$ cat src/hw/sfr_pkg.sv
// Shared constants, types and register map of the supply fault response logic
package sfr_pkg;

	// ----------------------------------------------------------------
	// Clock and deglitch timing
	// ----------------------------------------------------------------
	localparam int unsigned CLK_HZ         = 25_000_000;
	localparam int unsigned RAIL_GLITCH_NS = 10_000;  // Least of the 10..40 us window
	localparam int unsigned PUMP_GLITCH_NS = 15_000;  // Least of the 15..30 us window
	localparam int unsigned BAT_GLITCH_NS  = 200_000; // Typical battery deglitch

	// Least times round up to whole cycles
	function automatic int unsigned ns_to_cycles(input int unsigned ns);
		return (ns * (CLK_HZ / 1_000_000) + 999) / 1000;
	endfunction : ns_to_cycles

	localparam int unsigned RAIL_GLITCH_CYC = ns_to_cycles(RAIL_GLITCH_NS);
	localparam int unsigned PUMP_GLITCH_CYC = ns_to_cycles(PUMP_GLITCH_NS);
	localparam int unsigned BAT_GLITCH_CYC  = ns_to_cycles(BAT_GLITCH_NS);

	// ----------------------------------------------------------------
	// Comparator indices, ordered so that status registers are slices
	// ----------------------------------------------------------------
	localparam int unsigned NUM_CMP         = 18;
	localparam int unsigned CMP_CORE_UV     = 0;
	localparam int unsigned CMP_CORE_OV     = 1;
	localparam int unsigned CMP_IO_UV       = 2;
	localparam int unsigned CMP_IO_OV       = 3;
	localparam int unsigned CMP_XCVR_UV     = 4;
	localparam int unsigned CMP_XCVR_OV     = 5;
	localparam int unsigned CMP_PRE_UV      = 6;
	localparam int unsigned CMP_PRE_OV      = 7;
	localparam int unsigned CMP_PUMP_LO_UV  = 8;
	localparam int unsigned CMP_PUMP_LO_OV  = 9;
	localparam int unsigned CMP_PUMP_HI_OV  = 10;
	localparam int unsigned CMP_BAT_UV      = 11;
	localparam int unsigned CMP_BAT_OV      = 12;
	localparam int unsigned CMP_SENS_OV     = 13;
	localparam int unsigned CMP_SENS_UV     = 14;
	localparam int unsigned CMP_BG_HIGH     = 15;
	localparam int unsigned CMP_BG_LOW      = 16;
	localparam int unsigned CMP_ANALOG_INTERNAL_SUPPLY_UV     = 17;

	// Which comparators flip under emulated under- or overvoltage
	localparam logic [NUM_CMP-1:0] UV_MASK = 18'h24955;
	localparam logic [NUM_CMP-1:0] OV_MASK = 18'h036AA;

	// ----------------------------------------------------------------
	// Register map (byte addresses) and field positions
	// ----------------------------------------------------------------
	localparam int unsigned ADDR_W          = 8;
	localparam logic [7:0] OFF_MON_ONE      = 8'h00;
	localparam logic [7:0] OFF_MON_TWO      = 8'h04;
	localparam logic [7:0] OFF_SAFETY_ONE   = 8'h08;
	localparam logic [7:0] OFF_CONTROL      = 8'h0C;
	localparam logic [7:0] OFF_STATUS       = 8'h10;
	localparam int unsigned CTL_DRV_REQ     = 0;
	localparam int unsigned CTL_BAT_OV_MASK = 1;
	localparam int unsigned CTL_CORE_UNMASK = 2;
	localparam int unsigned CTL_SELF_CHECK  = 3;
	localparam int unsigned CTL_W           = 3;
	localparam logic [CTL_W-1:0] CTL_RESET  = 3'h0;
	localparam logic [2:0] WD_FAIL_LIMIT    = 3'h5;

	// Comparator self-check pattern
	localparam int unsigned SELF_TEST_TOGGLES   = 4;
	localparam int unsigned SELF_TEST_PHASE_CYC = 8;

	// ----------------------------------------------------------------
	// Types
	// ----------------------------------------------------------------
	typedef enum logic [4:0] {
		ST_STANDBY    = 5'h01,
		ST_RESET      = 5'h02,
		ST_DIAGNOSTIC = 5'h04,
		ST_ACTIVE     = 5'h08,
		ST_SAFE       = 5'h10
	} dev_state_e;

	typedef struct packed {
		logic standby;
		logic reset;
		logic drive;
	} fault_s;

endpackage : sfr_pkg

$ cat src/hw/glitch_filter.sv
// Deglitch filter for one comparator output
`timescale 1ns/1ps
`default_nettype none
module glitch_filter #(
	parameter int unsigned CYCLES = 250
) (
	// Clock and reset
	input  wire logic clk,
	input  wire logic rst_n,
	// Comparator side
	input  wire logic hold,
	input  wire logic raw,
	output logic      filtered
);
	localparam int unsigned CW = $clog2(CYCLES + 1);
	localparam logic [CW-1:0] LAST = CW'(CYCLES - 1);

	typedef struct packed {
		logic [CW-1:0] count;
		logic          out;
	} flt_s;

	flt_s flt_reg;
	flt_s flt_next;

	// Output follows the input only after it stood CYCLES cycles
	always_comb begin
		flt_next = flt_reg;
		if (hold || raw == flt_reg.out) begin
			flt_next.count = '0;  // Hold freezes the flag during self-check
		end else if (flt_reg.count == LAST) begin
			flt_next.count = '0;
			flt_next.out   = raw;
		end else begin
			flt_next.count = flt_reg.count + 1'b1;
		end
	end

	always_ff @(posedge clk or negedge rst_n) begin
		if (!rst_n) begin
			flt_reg <= '0;
		end else begin
			flt_reg <= flt_next;
		end
	end

	assign filtered = flt_reg.out;
endmodule : glitch_filter
`default_nettype wire

$ cat src/hw/self_check_seq.sv
// Comparator self-check sequencer with emulated under- and overvoltage
`timescale 1ns/1ps
`default_nettype none
module self_check_seq
	import sfr_pkg::*;
(
	// Clock and reset
	input  wire logic               clk,
	input  wire logic               rst_n,
	// Control
	input  wire logic               start,
	input  wire logic [NUM_CMP-1:0] raw,
	// Results
	output logic                    running,
	output logic                    done,
	output logic                    fail,
	// Emulation drive to the comparator inputs
	output logic                    emulate_under,
	output logic                    emulate_over
);
	localparam int unsigned PW = $clog2(SELF_TEST_PHASE_CYC + 1);
	localparam int unsigned TW = $clog2(2 * SELF_TEST_TOGGLES + 1);
	localparam logic [PW-1:0] PHASE_LAST  = PW'(SELF_TEST_PHASE_CYC - 1);
	localparam logic [TW-1:0] TOGGLE_LAST = TW'(2 * SELF_TEST_TOGGLES - 1);

	typedef struct packed {
		logic          running;
		logic          under;
		logic [PW-1:0] phase;
		logic [TW-1:0] toggles;
		logic          done;
		logic          fail;
		logic          emu_under;
		logic          emu_over;
	} seq_s;

	seq_s seq_reg;
	seq_s seq_next;
	logic [NUM_CMP-1:0] expect_v;

	// Alternate emulated UV and OV; every comparator but the two band-gap ones must follow each phase
	always_comb begin
		seq_next      = seq_reg;
		seq_next.done = 1'b0;
		expect_v      = seq_reg.under ? UV_MASK : OV_MASK;
		if (!seq_reg.running) begin
			if (start) begin
				seq_next.running = 1'b1;  // RULE7
				seq_next.under   = 1'b1;
				seq_next.phase   = '0;
				seq_next.toggles = '0;
				seq_next.fail    = 1'b0;
			end
		end else if (seq_reg.phase == PHASE_LAST) begin
			// Sample at phase end so the comparators have settled
			if (|((raw ^ expect_v) & (UV_MASK | OV_MASK))) begin
				seq_next.fail = 1'b1;  // RULE8
			end
			seq_next.phase = '0;
			seq_next.under = ~seq_reg.under;  // RULE8
			if (seq_reg.toggles == TOGGLE_LAST) begin
				seq_next.running = 1'b0;
				seq_next.done    = 1'b1;
			end else begin
				seq_next.toggles = seq_reg.toggles + 1'b1;
			end
		end else begin
			seq_next.phase = seq_reg.phase + 1'b1;
		end
		// Registered so the emulation pins come straight from flip-flops
		seq_next.emu_under = seq_next.running & seq_next.under;
		seq_next.emu_over  = seq_next.running & ~seq_next.under;
	end

	always_ff @(posedge clk or negedge rst_n) begin
		if (!rst_n) begin
			seq_reg <= '0;
		end else begin
			seq_reg <= seq_next;
		end
	end

	// Emulation acts on comparator inputs only, never on the rails
	assign running       = seq_reg.running;
	assign done          = seq_reg.done;
	assign fail          = seq_reg.fail;
	assign emulate_under = seq_reg.emu_under;
	assign emulate_over  = seq_reg.emu_over;
endmodule : self_check_seq
`default_nettype wire

$ cat src/hw/supply_fault_response_logic.sv
// Supply fault response: monitor flags, reactions, state control, APB slave
//
// Function
// RULE1: Start analog self-test once preregulator leaves undervoltage
// RULE2: Any self-test failure moves state to SAFE (here only in DIAGNOSTIC; in ACTIVE a failure only sets the flag)
// RULE3: Host waits for self-test before bus access
// RULE4: Drive enable from fail count and request
// RULE5: Monitor flag is one while supply out
// RULE6: Deglitch every comparator before flagging
// RULE7: Self-check at startup or host request
// RULE8: Emulate UV/OV toggles, check pattern, rails untouched
// RULE9: Battery UV: flag, STANDBY, reset, drive low
// RULE10: Battery OV: flag, RESET unless masked
// RULE11: Preregulator faults only set flags
// RULE12: Transceiver UV flag; OV flag, drive low
// RULE13: I/O UV resets; I/O OV drive low
// RULE14: Core faults react only when unmasked
// RULE15: Sensor supply faults only set flags
// RULE16: Pump high OV: flag, STANDBY, outputs low
// RULE17: Pump low OV disables regulators, STANDBY
// RULE18: Band-gap mismatch goes to STANDBY
// RULE19: Analog supply UV forces STANDBY
// RULE20: Most severe pending reaction wins
//
// Our own choices: the address map and the APB interface to the registers.
`timescale 1ns/1ps
`default_nettype none
module supply_fault_response_logic
	import sfr_pkg::*;
#(
	parameter int unsigned BAT_CYC  = BAT_GLITCH_CYC,
	parameter int unsigned RAIL_CYC = RAIL_GLITCH_CYC,
	parameter int unsigned PUMP_CYC = PUMP_GLITCH_CYC
) (
	// Clock and reset
	input  wire logic               pclk,
	input  wire logic               presetn,
	// APB slave
	input  wire logic               psel,
	input  wire logic               penable,
	input  wire logic               pwrite,
	input  wire logic [ADDR_W-1:0]  paddr,
	input  wire logic [31:0]        pwdata,
	output logic [31:0]             prdata,
	output logic                    pready,
	output logic                    pslverr,
	// Analog comparators, raw
	input  wire logic [NUM_CMP-1:0] cmp_raw,
	// Watchdog and logic self-test
	input  wire logic [2:0]         watchdog_fail_count,
	input  wire logic               logic_self_test_fail,
	// Device outputs
	output logic                    host_reset_out_n,
	output logic                    drive_enable_out,
	output logic                    main_regulator_disable,
	output dev_state_e              dev_state,
	// Comparator emulation
	output logic                    emulate_under,
	output logic                    emulate_over
);

	// ----------------------------------------------------------------
	// Deglitch filters
	// ----------------------------------------------------------------

	// Deglitch time per comparator
	function automatic int unsigned glitch_cycles(input int unsigned idx);
		if (idx == CMP_BAT_UV || idx == CMP_BAT_OV) begin
			return BAT_CYC;
		end else if (idx >= CMP_PUMP_LO_UV && idx != CMP_SENS_OV && idx != CMP_SENS_UV) begin
			return PUMP_CYC;
		end else begin
			return RAIL_CYC;
		end
	endfunction : glitch_cycles

	logic [NUM_CMP-1:0] flags;
	logic               test_running;
	logic               test_done;
	logic               test_fail;

	// Flags freeze while the self-check toggles the comparators
	for (genvar i = 0; i < NUM_CMP; i++) begin : g_flt
		glitch_filter #(
			.CYCLES (glitch_cycles(i))
		) u_flt (
			.clk      (pclk),
			.rst_n    (presetn),
			.hold     (test_running),
			.raw      (cmp_raw[i]),  // RULE6
			.filtered (flags[i])
		);
	end

	// ----------------------------------------------------------------
	// Self-check sequencer
	// ----------------------------------------------------------------
	logic start_pulse;

	self_check_seq u_seq (
		.clk           (pclk),
		.rst_n         (presetn),
		.start         (start_pulse),
		.raw           (cmp_raw),
		.running       (test_running),
		.done          (test_done),
		.fail          (test_fail),
		.emulate_under (emulate_under),
		.emulate_over  (emulate_over)
	);

	// ----------------------------------------------------------------
	// Block state
	// ----------------------------------------------------------------
	typedef struct packed {
		dev_state_e       state;
		logic             startup_pending;
		logic             start;
		logic             self_fail;
		logic [CTL_W-1:0] ctl;
		logic [31:0]      rdata;
		logic             ready;
		logic             slverr;
		logic             host_reset_n;
		logic             drive_en;
		logic             reg_off;
	} blk_s;

	blk_s   blk_reg;
	blk_s   blk_next;
	fault_s fault;

	// Register read mux; unmapped addresses answer zero
	function automatic logic [31:0] read_word(
		input logic [ADDR_W-1:0]  addr,
		input logic [NUM_CMP-1:0] f,
		input blk_s               b,
		input logic               run,
		input logic [2:0]         wd
	);
		logic [31:0] w;
		w = 32'h0;
		case (addr)
			OFF_MON_ONE:    w[7:2] = {f[CMP_BAT_OV:CMP_PUMP_LO_UV], f[CMP_ANALOG_INTERNAL_SUPPLY_UV]};  // RULE5
			OFF_MON_TWO:    w[7:0] = f[CMP_PRE_OV:CMP_CORE_UV];  // RULE5 RULE11
			OFF_SAFETY_ONE: w[5:4] = f[CMP_SENS_UV:CMP_SENS_OV];  // RULE15
			OFF_CONTROL:    w[CTL_W-1:0] = b.ctl;
			OFF_STATUS:     w[11:0] = {wd, f[CMP_BG_LOW], f[CMP_BG_HIGH],
				b.self_fail, run, b.state};
			default:        w = 32'h0;
		endcase
		return w;
	endfunction : read_word

	// Mapped offsets
	function automatic logic is_mapped(input logic [ADDR_W-1:0] addr);
		return addr == OFF_MON_ONE || addr == OFF_MON_TWO || addr == OFF_SAFETY_ONE
			|| addr == OFF_CONTROL || addr == OFF_STATUS;
	endfunction : is_mapped

	// ----------------------------------------------------------------
	// Fault classification
	// ----------------------------------------------------------------

	// Preregulator, sensor and pump-low UV only flag; they take no part here
	always_comb begin
		fault.standby = flags[CMP_BAT_UV]  // RULE9
			| flags[CMP_PUMP_HI_OV]  // RULE16
			| flags[CMP_PUMP_LO_OV]  // RULE17
			| flags[CMP_BG_HIGH] | flags[CMP_BG_LOW]  // RULE18
			| flags[CMP_ANALOG_INTERNAL_SUPPLY_UV];  // RULE19
		fault.reset = flags[CMP_IO_UV]  // RULE13
			| (flags[CMP_BAT_OV] & ~blk_reg.ctl[CTL_BAT_OV_MASK])  // RULE10
			| (flags[CMP_CORE_UV] & blk_reg.ctl[CTL_CORE_UNMASK]);  // RULE14
		fault.drive = flags[CMP_XCVR_OV]  // RULE12
			| flags[CMP_IO_OV]  // RULE13
			| (flags[CMP_CORE_OV] & blk_reg.ctl[CTL_CORE_UNMASK]);  // RULE14
	end

	// ----------------------------------------------------------------
	// Next-state logic
	// ----------------------------------------------------------------
	logic setup;
	logic wr_access;
	logic host_check;

	always_comb begin
		blk_next       = blk_reg;
		blk_next.start = 1'b0;
		setup          = psel & ~penable;
		wr_access      = psel & penable & pwrite & blk_reg.ready;
		host_check     = 1'b0;

		// APB: decode in setup, answer one cycle later with pready
		blk_next.ready  = setup;
		blk_next.slverr = setup & ~is_mapped(paddr);
		blk_next.rdata  = 32'h0;
		if (setup && !pwrite) begin
			blk_next.rdata = read_word(paddr, flags, blk_reg, test_running,
				watchdog_fail_count);
		end
		if (wr_access && paddr == OFF_CONTROL) begin
			blk_next.ctl = pwdata[CTL_W-1:0];
			// Host self-check only in DIAGNOSTIC or ACTIVE
			host_check = pwdata[CTL_SELF_CHECK]
				& (blk_reg.state == ST_DIAGNOSTIC || blk_reg.state == ST_ACTIVE);  // RULE7
		end

		// Self-check launch: once at power-up, or on host request
		if (!test_running && !blk_reg.start) begin
			if (blk_reg.startup_pending && !flags[CMP_PRE_UV]) begin
				blk_next.start           = 1'b1;  // RULE1
				blk_next.startup_pending = 1'b0;
			end else if (host_check) begin
				blk_next.start = 1'b1;  // RULE7
			end
		end

		// Failure flag stays until a passing run
		if (test_done) begin
			blk_next.self_fail = test_fail;
		end

		// State controller
		case (blk_reg.state)
			ST_STANDBY: begin
				if (!fault.standby) begin
					blk_next.state = ST_RESET;
				end
			end
			ST_RESET: begin
				if (!fault.reset && !blk_reg.startup_pending) begin
					blk_next.state = ST_DIAGNOSTIC;
				end else if (blk_reg.startup_pending && !flags[CMP_PRE_UV]) begin
					blk_next.state = ST_DIAGNOSTIC;
				end
			end
			ST_DIAGNOSTIC: begin
				if (test_done && (test_fail || logic_self_test_fail)) begin
					blk_next.state = ST_SAFE;  // RULE2
				end else if (!test_running && !blk_reg.start) begin
					blk_next.state = ST_ACTIVE;
				end
			end
			ST_ACTIVE: begin
				// A failure in ACTIVE only sets the flag
				blk_next.state = ST_ACTIVE;
			end
			ST_SAFE: begin
				blk_next.state = ST_SAFE;
			end
			default: begin
				blk_next.state = ST_STANDBY;
			end
		endcase

		// Severity order: STANDBY over RESET over drive-only
		if (fault.standby) begin
			blk_next.state = ST_STANDBY;  // RULE20
		end else if (fault.reset && blk_reg.state != ST_STANDBY) begin
			blk_next.state = ST_RESET;  // RULE20
		end

		// Host reset low in RESET and STANDBY
		blk_next.host_reset_n = (blk_next.state != ST_RESET)
			&& (blk_next.state != ST_STANDBY);  // RULE9

		// Drive enable: request, failure count, state and no pending fault
		blk_next.drive_en = blk_reg.ctl[CTL_DRV_REQ]
			&& (watchdog_fail_count < WD_FAIL_LIMIT)  // RULE4
			&& blk_next.state == ST_ACTIVE
			&& !test_running && !blk_reg.start
			&& !fault.drive && !fault.reset && !fault.standby;  // RULE20

		// Main regulators off while the low pump rail is over
		blk_next.reg_off = flags[CMP_PUMP_LO_OV];  // RULE17
	end

	// ----------------------------------------------------------------
	// State register
	// ----------------------------------------------------------------

	// Start in RESET with the power-up self-check armed
	always_ff @(posedge pclk or negedge presetn) begin
		if (!presetn) begin
			blk_reg                 <= '0;
			blk_reg.state           <= ST_RESET;
			blk_reg.startup_pending <= 1'b1;
			blk_reg.ctl             <= CTL_RESET;
		end else begin
			blk_reg <= blk_next;
		end
	end

	// ----------------------------------------------------------------
	// Outputs, all from flip-flops
	// ----------------------------------------------------------------
	assign start_pulse            = blk_reg.start;
	assign prdata                 = blk_reg.rdata;
	assign pready                 = blk_reg.ready;
	assign pslverr                = blk_reg.slverr;
	assign host_reset_out_n       = blk_reg.host_reset_n;
	assign drive_enable_out       = blk_reg.drive_en;
	assign main_regulator_disable = blk_reg.reg_off;
	assign dev_state              = blk_reg.state;

endmodule : supply_fault_response_logic
`default_nettype wire

$ cat config.mk
export PLATFORM = sky130hd
export DESIGN_NAME = supply_fault_response_logic
export DESIGN_NICKNAME = d
export VERILOG_FILES = /design/src/hw/sfr_pkg.sv /design/src/hw/glitch_filter.sv /design/src/hw/self_check_seq.sv /design/src/hw/supply_fault_response_logic.sv
export SDC_FILE = /design/constraint.sdc
export NUM_CORES = 1
export LEC_CHECK = 0
export BUFFER_PORTS_ARGS = -buffer_cell sky130_fd_sc_hd__buf_4
export CAP_MARGIN = 15
export CORE_UTILIZATION = 45
export DETAILED_ROUTE_END_ITERATION = 8
export PLACE_DENSITY = 0.66
export SLEW_MARGIN = 10
export SYNTH_ARGS = -nofsm -noshare
export SYNTH_HDL_FRONTEND = slang
export SYNTH_SLANG_ARGS = --single-unit
$ cat constraint.sdc
create_clock -name pclk -period 1.9 [get_ports pclk]
set_input_delay 0.38 -clock pclk [delete_from_list [all_inputs] [get_ports pclk]]
set_output_delay 0.38 -clock pclk [all_outputs]
set_load 0.01 [all_outputs]
**Word level (Yosys, flattened, before mapping)**

Cells that the tools add are included.

- Add/sub/neg operators: 20
- $lt $le $gt $ge: 1
- Equal/unequal tests: 54
- Multiplexer cells: 67
- Bitwise gates (word level): 44
- Reductions and logical operators: 71

Operators with widths:

| kind | number |
|---|---|
| $mux W8 | 20 |
| $mux W9 | 12 |
| $add A8 B1 Y8 const B | 10 |
| $eq A8 B8 Y1 const B | 10 |
| $add A9 B1 Y9 const B | 6 |
| $eq A9 B9 Y1 const B | 6 |
| $mux W13 | 4 |
| $reduce_and A2 Y1 | 19 |
| $mux W5 | 6 |
| $add A13 B1 Y13 const B | 2 |
| $eq A13 B13 Y1 const B | 2 |
| $pmux W5 S5 | 1 |
| $logic_or A1 B1 Y1 | 24 |
| $not A1 Y1 | 23 |
| $mux W10 | 2 |
| $eq A1 B1 Y1 | 18 |
| $mux W18 | 1 |
| $xor A18 B18 Y18 | 1 |
| $eq A8 B4 Y1 const B | 2 |
| $reduce_or A16 Y1 | 1 |
| $logic_and A1 B1 Y1 | 15 |
| $mux W12 | 1 |
| $mux W4 | 3 |
| $pmux W2 S3 | 2 |
| 25 further kinds | 66 |

- Bits in registers: 220
- Input port bits: 67
- Output and inout port bits: 44
- Word-level logic and storage cells: 312

**Depth between registers and ports, before layout**

Gate-level depths: netlist of run 1.

- Depth after elaboration: 17
- Gate-level depth with buffers: 7
- Gate-level depth less buffers: 6

**Hierarchy**

From an unflattened synthesis of run 1, not the netlist that was laid out.

- Cells, all modules: 1164
- Area total of the unflattened synthesis: 11913.9 µm²

By module, submodules not included:

| module | instances | cells each | area each (µm²) | sequential area each (µm²) |
|---|---|---|---|---|
| glitch_filter (g_flt[0].u_flt ...) | 10 | 46 | 456.7 | 225.2 |
| glitch_filter (g_flt[10].u_flt ...) | 6 | 50 | 546.8 | 250.2 |
| supply_fault_response_logic | 1 | 188 | 1752.9 | 703.2 |
| glitch_filter (g_flt[11].u_flt ...) | 2 | 69 | 768.2 | 350.3 |
| self_check_seq | 1 | 78 | 777.0 | 350.3 |

**Least setup slack after synthesis of run 1**

No wires, ideal clock.

- Path kind: register -> register
- Start: reg g_flt[12].u_flt.flt_reg[11] in the netlist's numbering
- End: reg g_flt[12].u_flt.flt_reg, in the netlist g_flt[12].u_flt.filtered
- Library setup time: 0.125 ns
- Arrival: 1.643 ns
- Required time: 1.775 ns
- Slack: 0.132 ns
- Stages on the path, launching flop included: 5
- Buffers on the path: 0
- Period minus slack after synthesis: 1.768 ns
- Cells stage by stage: dfrtp_1 -> or4b_1 -> nor4_1 -> and2b_2 -> mux2_2

- Cells in the longest elaborated chain, start to end: 2

Ends and longest elaborated chain:

| element | line | source |
|---|---|---|
| start: declaration | glitch_filter.sv:23 | `flt_s flt_reg;` |
| start signal: assignment | glitch_filter.sv:43 | `flt_reg <= flt_next;` |
| $eq A13 B13 Y1 | glitch_filter.sv:31 | `end else if (flt_reg.count == LAST) begin` |
| $reduce_and A2 Y1 (no source line) | -- |  |

Every way passes these cells.
A chain may end at the register's enable or synchronous reset.

**Final worst setup path of run 1**

Ends and elaborated chain as after synthesis.

==> results of run 1 <==
==> worst max-delay path, stage by stage (launching register included) <==
cell and delay, ns:
dfrtp_1 0.38, or4b_4 0.55, nor4_4 0.27, and2b_2 0.17, mux2_2 0.32
==> cells in the final DEF, fill, tap and decap left out, types with 7 or more instances in the layout <==
| master | count |
|---|---|
| a21oi_1 | 17 |
| a22o_1 | 7 |
| a32oi_1 | 7 |
| and2_1 | 7 |
| and3_1 | 27 |
| buf_4 | 91 |
| clkbuf_16 | 25 |
| clkbuf_8 | 7 |
| conb_1 | 20 |
| dfrtp_1 | 217 |
| ha_1 | 36 |
| inv_1 | 29 |
| mux2_2 | 24 |
| nand2_1 | 58 |
| nand3_1 | 60 |
| nand4_1 | 37 |
| nor2_1 | 218 |
| nor3_1 | 27 |
| nor4_1 | 18 |
| o21ai_0 | 10 |
| or3_1 | 15 |
| xnor2_1 | 82 |
| xor2_1 | 63 |
==> through the flow <==
stage / power, W / worst slack, ns / util [%] / instances
floorplan: 0.00565 / 0.132 / - / 1109
global placement: 0.00597 / 0.0507 / 49.6 / 1455
detailed placement: 0.00598 / 0.0262 / 49.6 / 1455
CTS: 0.0108 / 0.0174 / 53.2 / 1501
global route: 0.0112 / 0.0326 / 53.2 / 1501
finish: 0.0107 / 0.0945 / 53.2 / 1501
==> timing repair <==
item / in CTS / in global routing
endpoints found under the setup margin: 0 / 14
setup buffers: 0 / 0
hold buffers: 1 / 0
resized for setup: 0 / 3
endpoints found under the hold margin: 39 / 0
==> where the power goes <==
| part | internal (W) | switching, W | leakage (nW) |
|---|---|---|---|
| clock network | 0.00295 | 0.00184 | 0.410 |
| logic | 0.000381 | 0.000486 | 2.29 |
| registers | 0.00483 | 0.000191 | 3.01 |
==> per-layer routing <==
metal | vias to the layer above | part of all wire, %
met5 | - | 0
met4 | 0 | 1.6
met3 | 29 | 5.5
met2 | 134 | 46
met1 | 3639 | 47
li1 | 3784 | -
==> layout make-up <==
cell class / count / area (um2) / area share, %
multi-input combinational: 793 / 4960 / 39.5
inverter: 29 / 109 / 0.866
timing repair buffer: 95 / 748 / 5.95
sequential: 220 / 5510 / 43.8
clock buffer: 35 / 733 / 5.83
tap: 319 / 399 / 3.18
clock inverter: 10 / 108 / 0.856
==> cell families (layout without fill, tap and decap cells) <==
family,Yosys count,in the layout
other,1,20
muxes,24,24
and+or+nand+nor,509,509
xor gates and xnor gates,145,145
AOI/OAI and AO/OA,58,58
buffers and inverters,96,169
adders and majority gates,37,37
DFF,220,220
==> worst min-delay path by stage <==
| stage | to | slack, ns | depth (start not counted) |
|---|---|---|---|
| floorplan | blk_reg[37] | 0.08 | 0 |
| global placement | g_flt[16].u_flt.flt_reg[3] | 0.32 | 1 |
| detailed placement | g_flt[16].u_flt.flt_reg[3] | 0.32 | 1 |
| CTS | pready | 0.02 | 2 |
| global route | pready | 0.03 | 2 |
| finish | pready | 0.05 | 2 |
==> impl_metrics.tcl, run 1 <==
set metrics [dict create \
    synth_top_area_share_pct 50.1 \
    max_freq_mhz 554 \
    yosys-top-cells-area "dfrtp_1, nor2_1, xnor2_1" \
    nNetsFinal 1267 \
    clock_skew_ns 0.0121 \
    wl_per_cell_um 14.3 \
    htreeDepth 1 \
    holdWs_ns 0.0464 \
    gr-usage-met3_pct 2.96 \
    ir_worst_vdd_mv 0.532 \
    leakage_nw 5.71 \
    synth_xor_area_share_pct 11.7 \
    cts_made_buffers 25 \
    path_clk_slew_ns 0.06 \
    cts_tree "built" \
    status "complete, no violations" \
    drv_cap 0 \
    dpl_cell_area_mm2 0.0117 \
    antenna_found_initial 0 \
    met1_usage_pct 26.0 \
    drt-vias-per-instance 5.05 \
    drcViolationCount 0 \
    setup_viol 0 \
    ys.flop_type "dfrtp_1" \
    drive_gt1_share_pct 14.5 \
    synth_compound_area_share_pct 3.59 \
    finalCritPeriodShare_pct 95.0 \
    ys_ff_latch 220 \
    cp_max_fo 2 \
    reg2reg_depth 4 \
    io_buffer_count 62 \
    synth_enable_flop_cells 0 \
    drtAntennaViolNets 0 \
    worstPathRequired_ns 2.29 \
    ctsLongestPathBuffers 3 \
    synth.largest_area_cell "dfrtp_1" \
    dp_hpwl_mm 15.5 \
    min_path_type "in -> reg" \
    cts_root_buf "clkbuf_16" \
    crit_start "g_flt[12].u_flt.flt_reg[11]" \
    fin_tns_setup_ns 0 \
    post-route-cell-area_mm2 0.0126 \
    die_w_um 158 \
    cts.sinks 220 \
    drtIter0Drc 395 \
    synthSimpleGateAreaFrac_pct 22.7 \
    critPathArrivalTime_ns 2.19 \
    synth.yosys.seq_area_share_pct 50.5 \
    rsz0062_at_grt "false" \
    rr_startpoint "g_flt[12].u_flt.flt_reg[11]" \
    grt_max_degree 49 \
    busiest_layer "met2" \
    rows 56 \
    netlist_area_mm2 0.0109 \
    grt_pass1_wl_mm 36.1 \
    crit_path_end "g_flt[12].u_flt.filtered" \
    drt_pass1_iterations 4 \
    initial_core_util_pct 46.2 \
    io_pins 111 \
    fillCellCount 2113 \
    start_kind "register" \
    syn_inst 1090 \
    regToRegSetupSlack_ns 0.09 \
    die_height_um 158 \
    power_density_mw_per_mm2 850 \
    avgSynthCellArea_um2 10.0 \
    track_usage_pct 18.2 \
    place.gp.congestion 0.832 \
    min_period_ns 1.81 \
    synth_mux_area_share_pct 2.48 \
    synthAdderAreaFrac_pct 4.23 \
    synthArstFlopShare_pct 100 \
    largest_reg_flops 160 \
    grt_pass1_vias 7297 \
    synthTopCellsByCount "dfrtp_1, nor2_1, xnor2_1" \
    grt_overflow 0 \
    antenna_cells 0 \
    num_vias 7586 \
    r2r-end "g_flt[12].u_flt.filtered" \
    drt_wl_total_mm 21.4 \
    critPathKind "reg -> reg" \
    dieArea_mm2 0.0248 \
    end_kind "register" \
    grt_util_met2_pct 28.7 \
    maxSlewViolCount 0 \
    synth.distinct_cells 58 \
    hold_start "penable" \
    fp.coreArea_mm2 0.0236 \
    syn2layout_area_growth_pct 15.4 \
    synth_top_family_by_area "simple AND/OR/NAND/NOR gates" \
    clk_latency_ns 0.51 \
    hold_viol 0 \
    yosys_warnings 0 \
]
(Power assumes the default switching activity.)
==> run 2, diff against run 1 <==
==> constraint.sdc (replaced) <==
create_clock -name pclk -period 1.9 [get_ports pclk]
set_input_delay 0.19 -clock pclk [delete_from_list [all_inputs] [get_ports pclk]]
set_output_delay 0.19 -clock pclk [all_outputs]
set_load 0.01 [all_outputs]
==> impl_metrics.tcl, run 2 (synthesized netlist as in run 1, its figures left out) <==
set metrics [dict create \
    drt_pass1_iterations 5 \
    finalWorstSetupSlack_ns 0.0883 \
    drtIter0Drc 428 \
    cts_root_buf "clkbuf_16" \
    syn2layout_area_growth_pct 17.1 \
    cp_max_fo 7 \
    start_kind "register" \
    power_density_mw_per_mm2 832 \
    finalCritPeriodShare_pct 95.4 \
    power_frac_seq_pct 47.3 \
    clk_latency_ns 0.51 \
    end_kind "register" \
    status "complete, no violations" \
    largest_reg_flops 160 \
    clockPowerShare_pct 44.2 \
    nNetsFinal 1285 \
    mostFrequentLayoutCells "nor2_1, dfrtp_1, buf_4, xnor2_1, xor2_1" \
    hold_viol 0 \
    ir_worst_vdd_mv 0.696 \
    place.gp.congestion 0.852 \
    die_w_um 158 \
    cts.sinks 220 \
    die_height_um 158 \
    maxSlewViolCount 0 \
    worstPathRequired_ns 2.29 \
    postLayoutCoreUtil_pct 54.0 \
    initial_core_util_pct 46.2 \
    antenna_found_initial 0 \
    grt_util_met2_pct 29.0 \
    max_freq_mhz 552 \
    drcViolationCount 0 \
    clock_skew_ns 0.00875 \
    track_usage_pct 18.2 \
    met1_usage_pct 26.0 \
    fin_tns_setup_ns 0 \
    drt-vias-per-instance 5.09 \
    dieArea_mm2 0.0248 \
    slew_headroom_pct 65.0 \
    rsz0062_at_grt "false" \
    p_sw_w 0.00250 \
    pwr-share-comb_pct 8.5 \
    grt_overflow 0 \
    final_common_cell "nor2_1" \
    drv_cap 0 \
    path_clk_slew_ns 0.06 \
    swShare_pct 23.5 \
    wl_per_cell_um 14.5 \
    tightestPinTransition_ns 0.520 \
    leakage_nw 5.79 \
    gr-usage-met3_pct 2.76 \
    p_int_w 0.00812 \
    htreeDepth 1 \
    cts_made_buffers 23 \
    fp.coreArea_mm2 0.0236 \
    place_ws_ns 0.0354 \
    antenna_cells 0 \
    dp_hpwl_mm 15.6 \
    setup_viol 0 \
    io_pins 111 \
    io_buffer_count 62 \
    drtAntennaViolNets 0 \
    grt_max_degree 57 \
    min_period_ns 1.81 \
    grt_pass1_vias 7329 \
    drive_gt1_share_pct 13.4 \
    grt_pass1_wl_mm 36.1 \
    ctsLongestPathBuffers 3 \
    busiest_layer "met2" \
    drt_wl_total_mm 22.0 \
    cts_tree "built" \
    critPathKind "reg -> reg" \
    num_vias 7728 \
    rows 56 \
    critPathArrivalTime_ns 2.21 \
    min_path_type "in -> reg" \
]
-- run 2: cell type report --
class | instances | area [um2]
Clock inverter | 6 | 83.8
Inverter | 29 | 109
Sequential cell | 220 | 5510
Multi-Input combinational cell | 793 | 4960
Fill cell | 2109 | 10900
Clock buffer | 36 | 724
Tap cell | 319 | 399
Timing Repair Buffer | 115 | 976
-- run 2: metrics by stage --
step                      cells  hold slack (ns)  instance area, um2  power, W
after floorplan            1109           -0.106               11000   0.00565
after global placement     1449           0.0888               11700   0.00596
after detailed placement   1449           0.0930               11700   0.00598
after CTS                  1518           0.0138               12700    0.0108
after global routing       1518           0.0321               12800    0.0111
final                      1518           0.0374               12800    0.0106
-- run 2: metal layers --
metal | part of all wire [%] | vias to the layer above
li1 | - | 3823
met4 | 1.4 | 0
met3 | 4.3 | 27
met5 | 0 | -
met1 | 49 | 3751
met2 | 45 | 127
-- run 2: path summary, 6_finish.rpt --
check | slack (ns) | cells past startpoint | startpoint | endpoint
hold / removal | 0.04 | 3 | paddr[2] | prdata[2]
hold reg to reg | 0.46 | 1 | g_flt[12].u_flt.flt_reg[1] | g_flt[12].u_flt.flt_reg[1]
max in group asynchronous | 1.15 | 3 | presetn | dev_state[1]
setup / recovery | 0.09 | 3 | g_flt[15].u_flt.filtered | drive_enable_out
setup reg to reg | 0.09 | 3 | g_flt[15].u_flt.filtered | drive_enable_out
min in group asynchronous | 0.15 | 2 | presetn | g_flt[17].u_flt.flt_reg[3]
-- run 2: worst max-delay path, stage by stage (launching register included) --
cell	delay, ns
dfrtp_1	0.46
nor4_1	0.53
nand2_1	0.32
nor4b_1	0.39
-- run 2: what timing repair did --
action | CTS | global route
resized for setup | 0 | 2
endpoints found under the hold margin | 244 | 0
setup endpoints to repair | 0 | 14
hold buffers | 27 | 0
buffers inserted | 0 | 0
-- run 2: power by group through the flow --
stage                     registers, W  logic [W]  clock network (W)
final                          0.00503   0.000904            0.00469
after global routing           0.00506    0.00103            0.00500
after CTS                      0.00503   0.000917            0.00481
after detailed placement       0.00511   0.000868                  0
after global placement         0.00510   0.000852                  0
after floorplan                0.00502   0.000630                  0
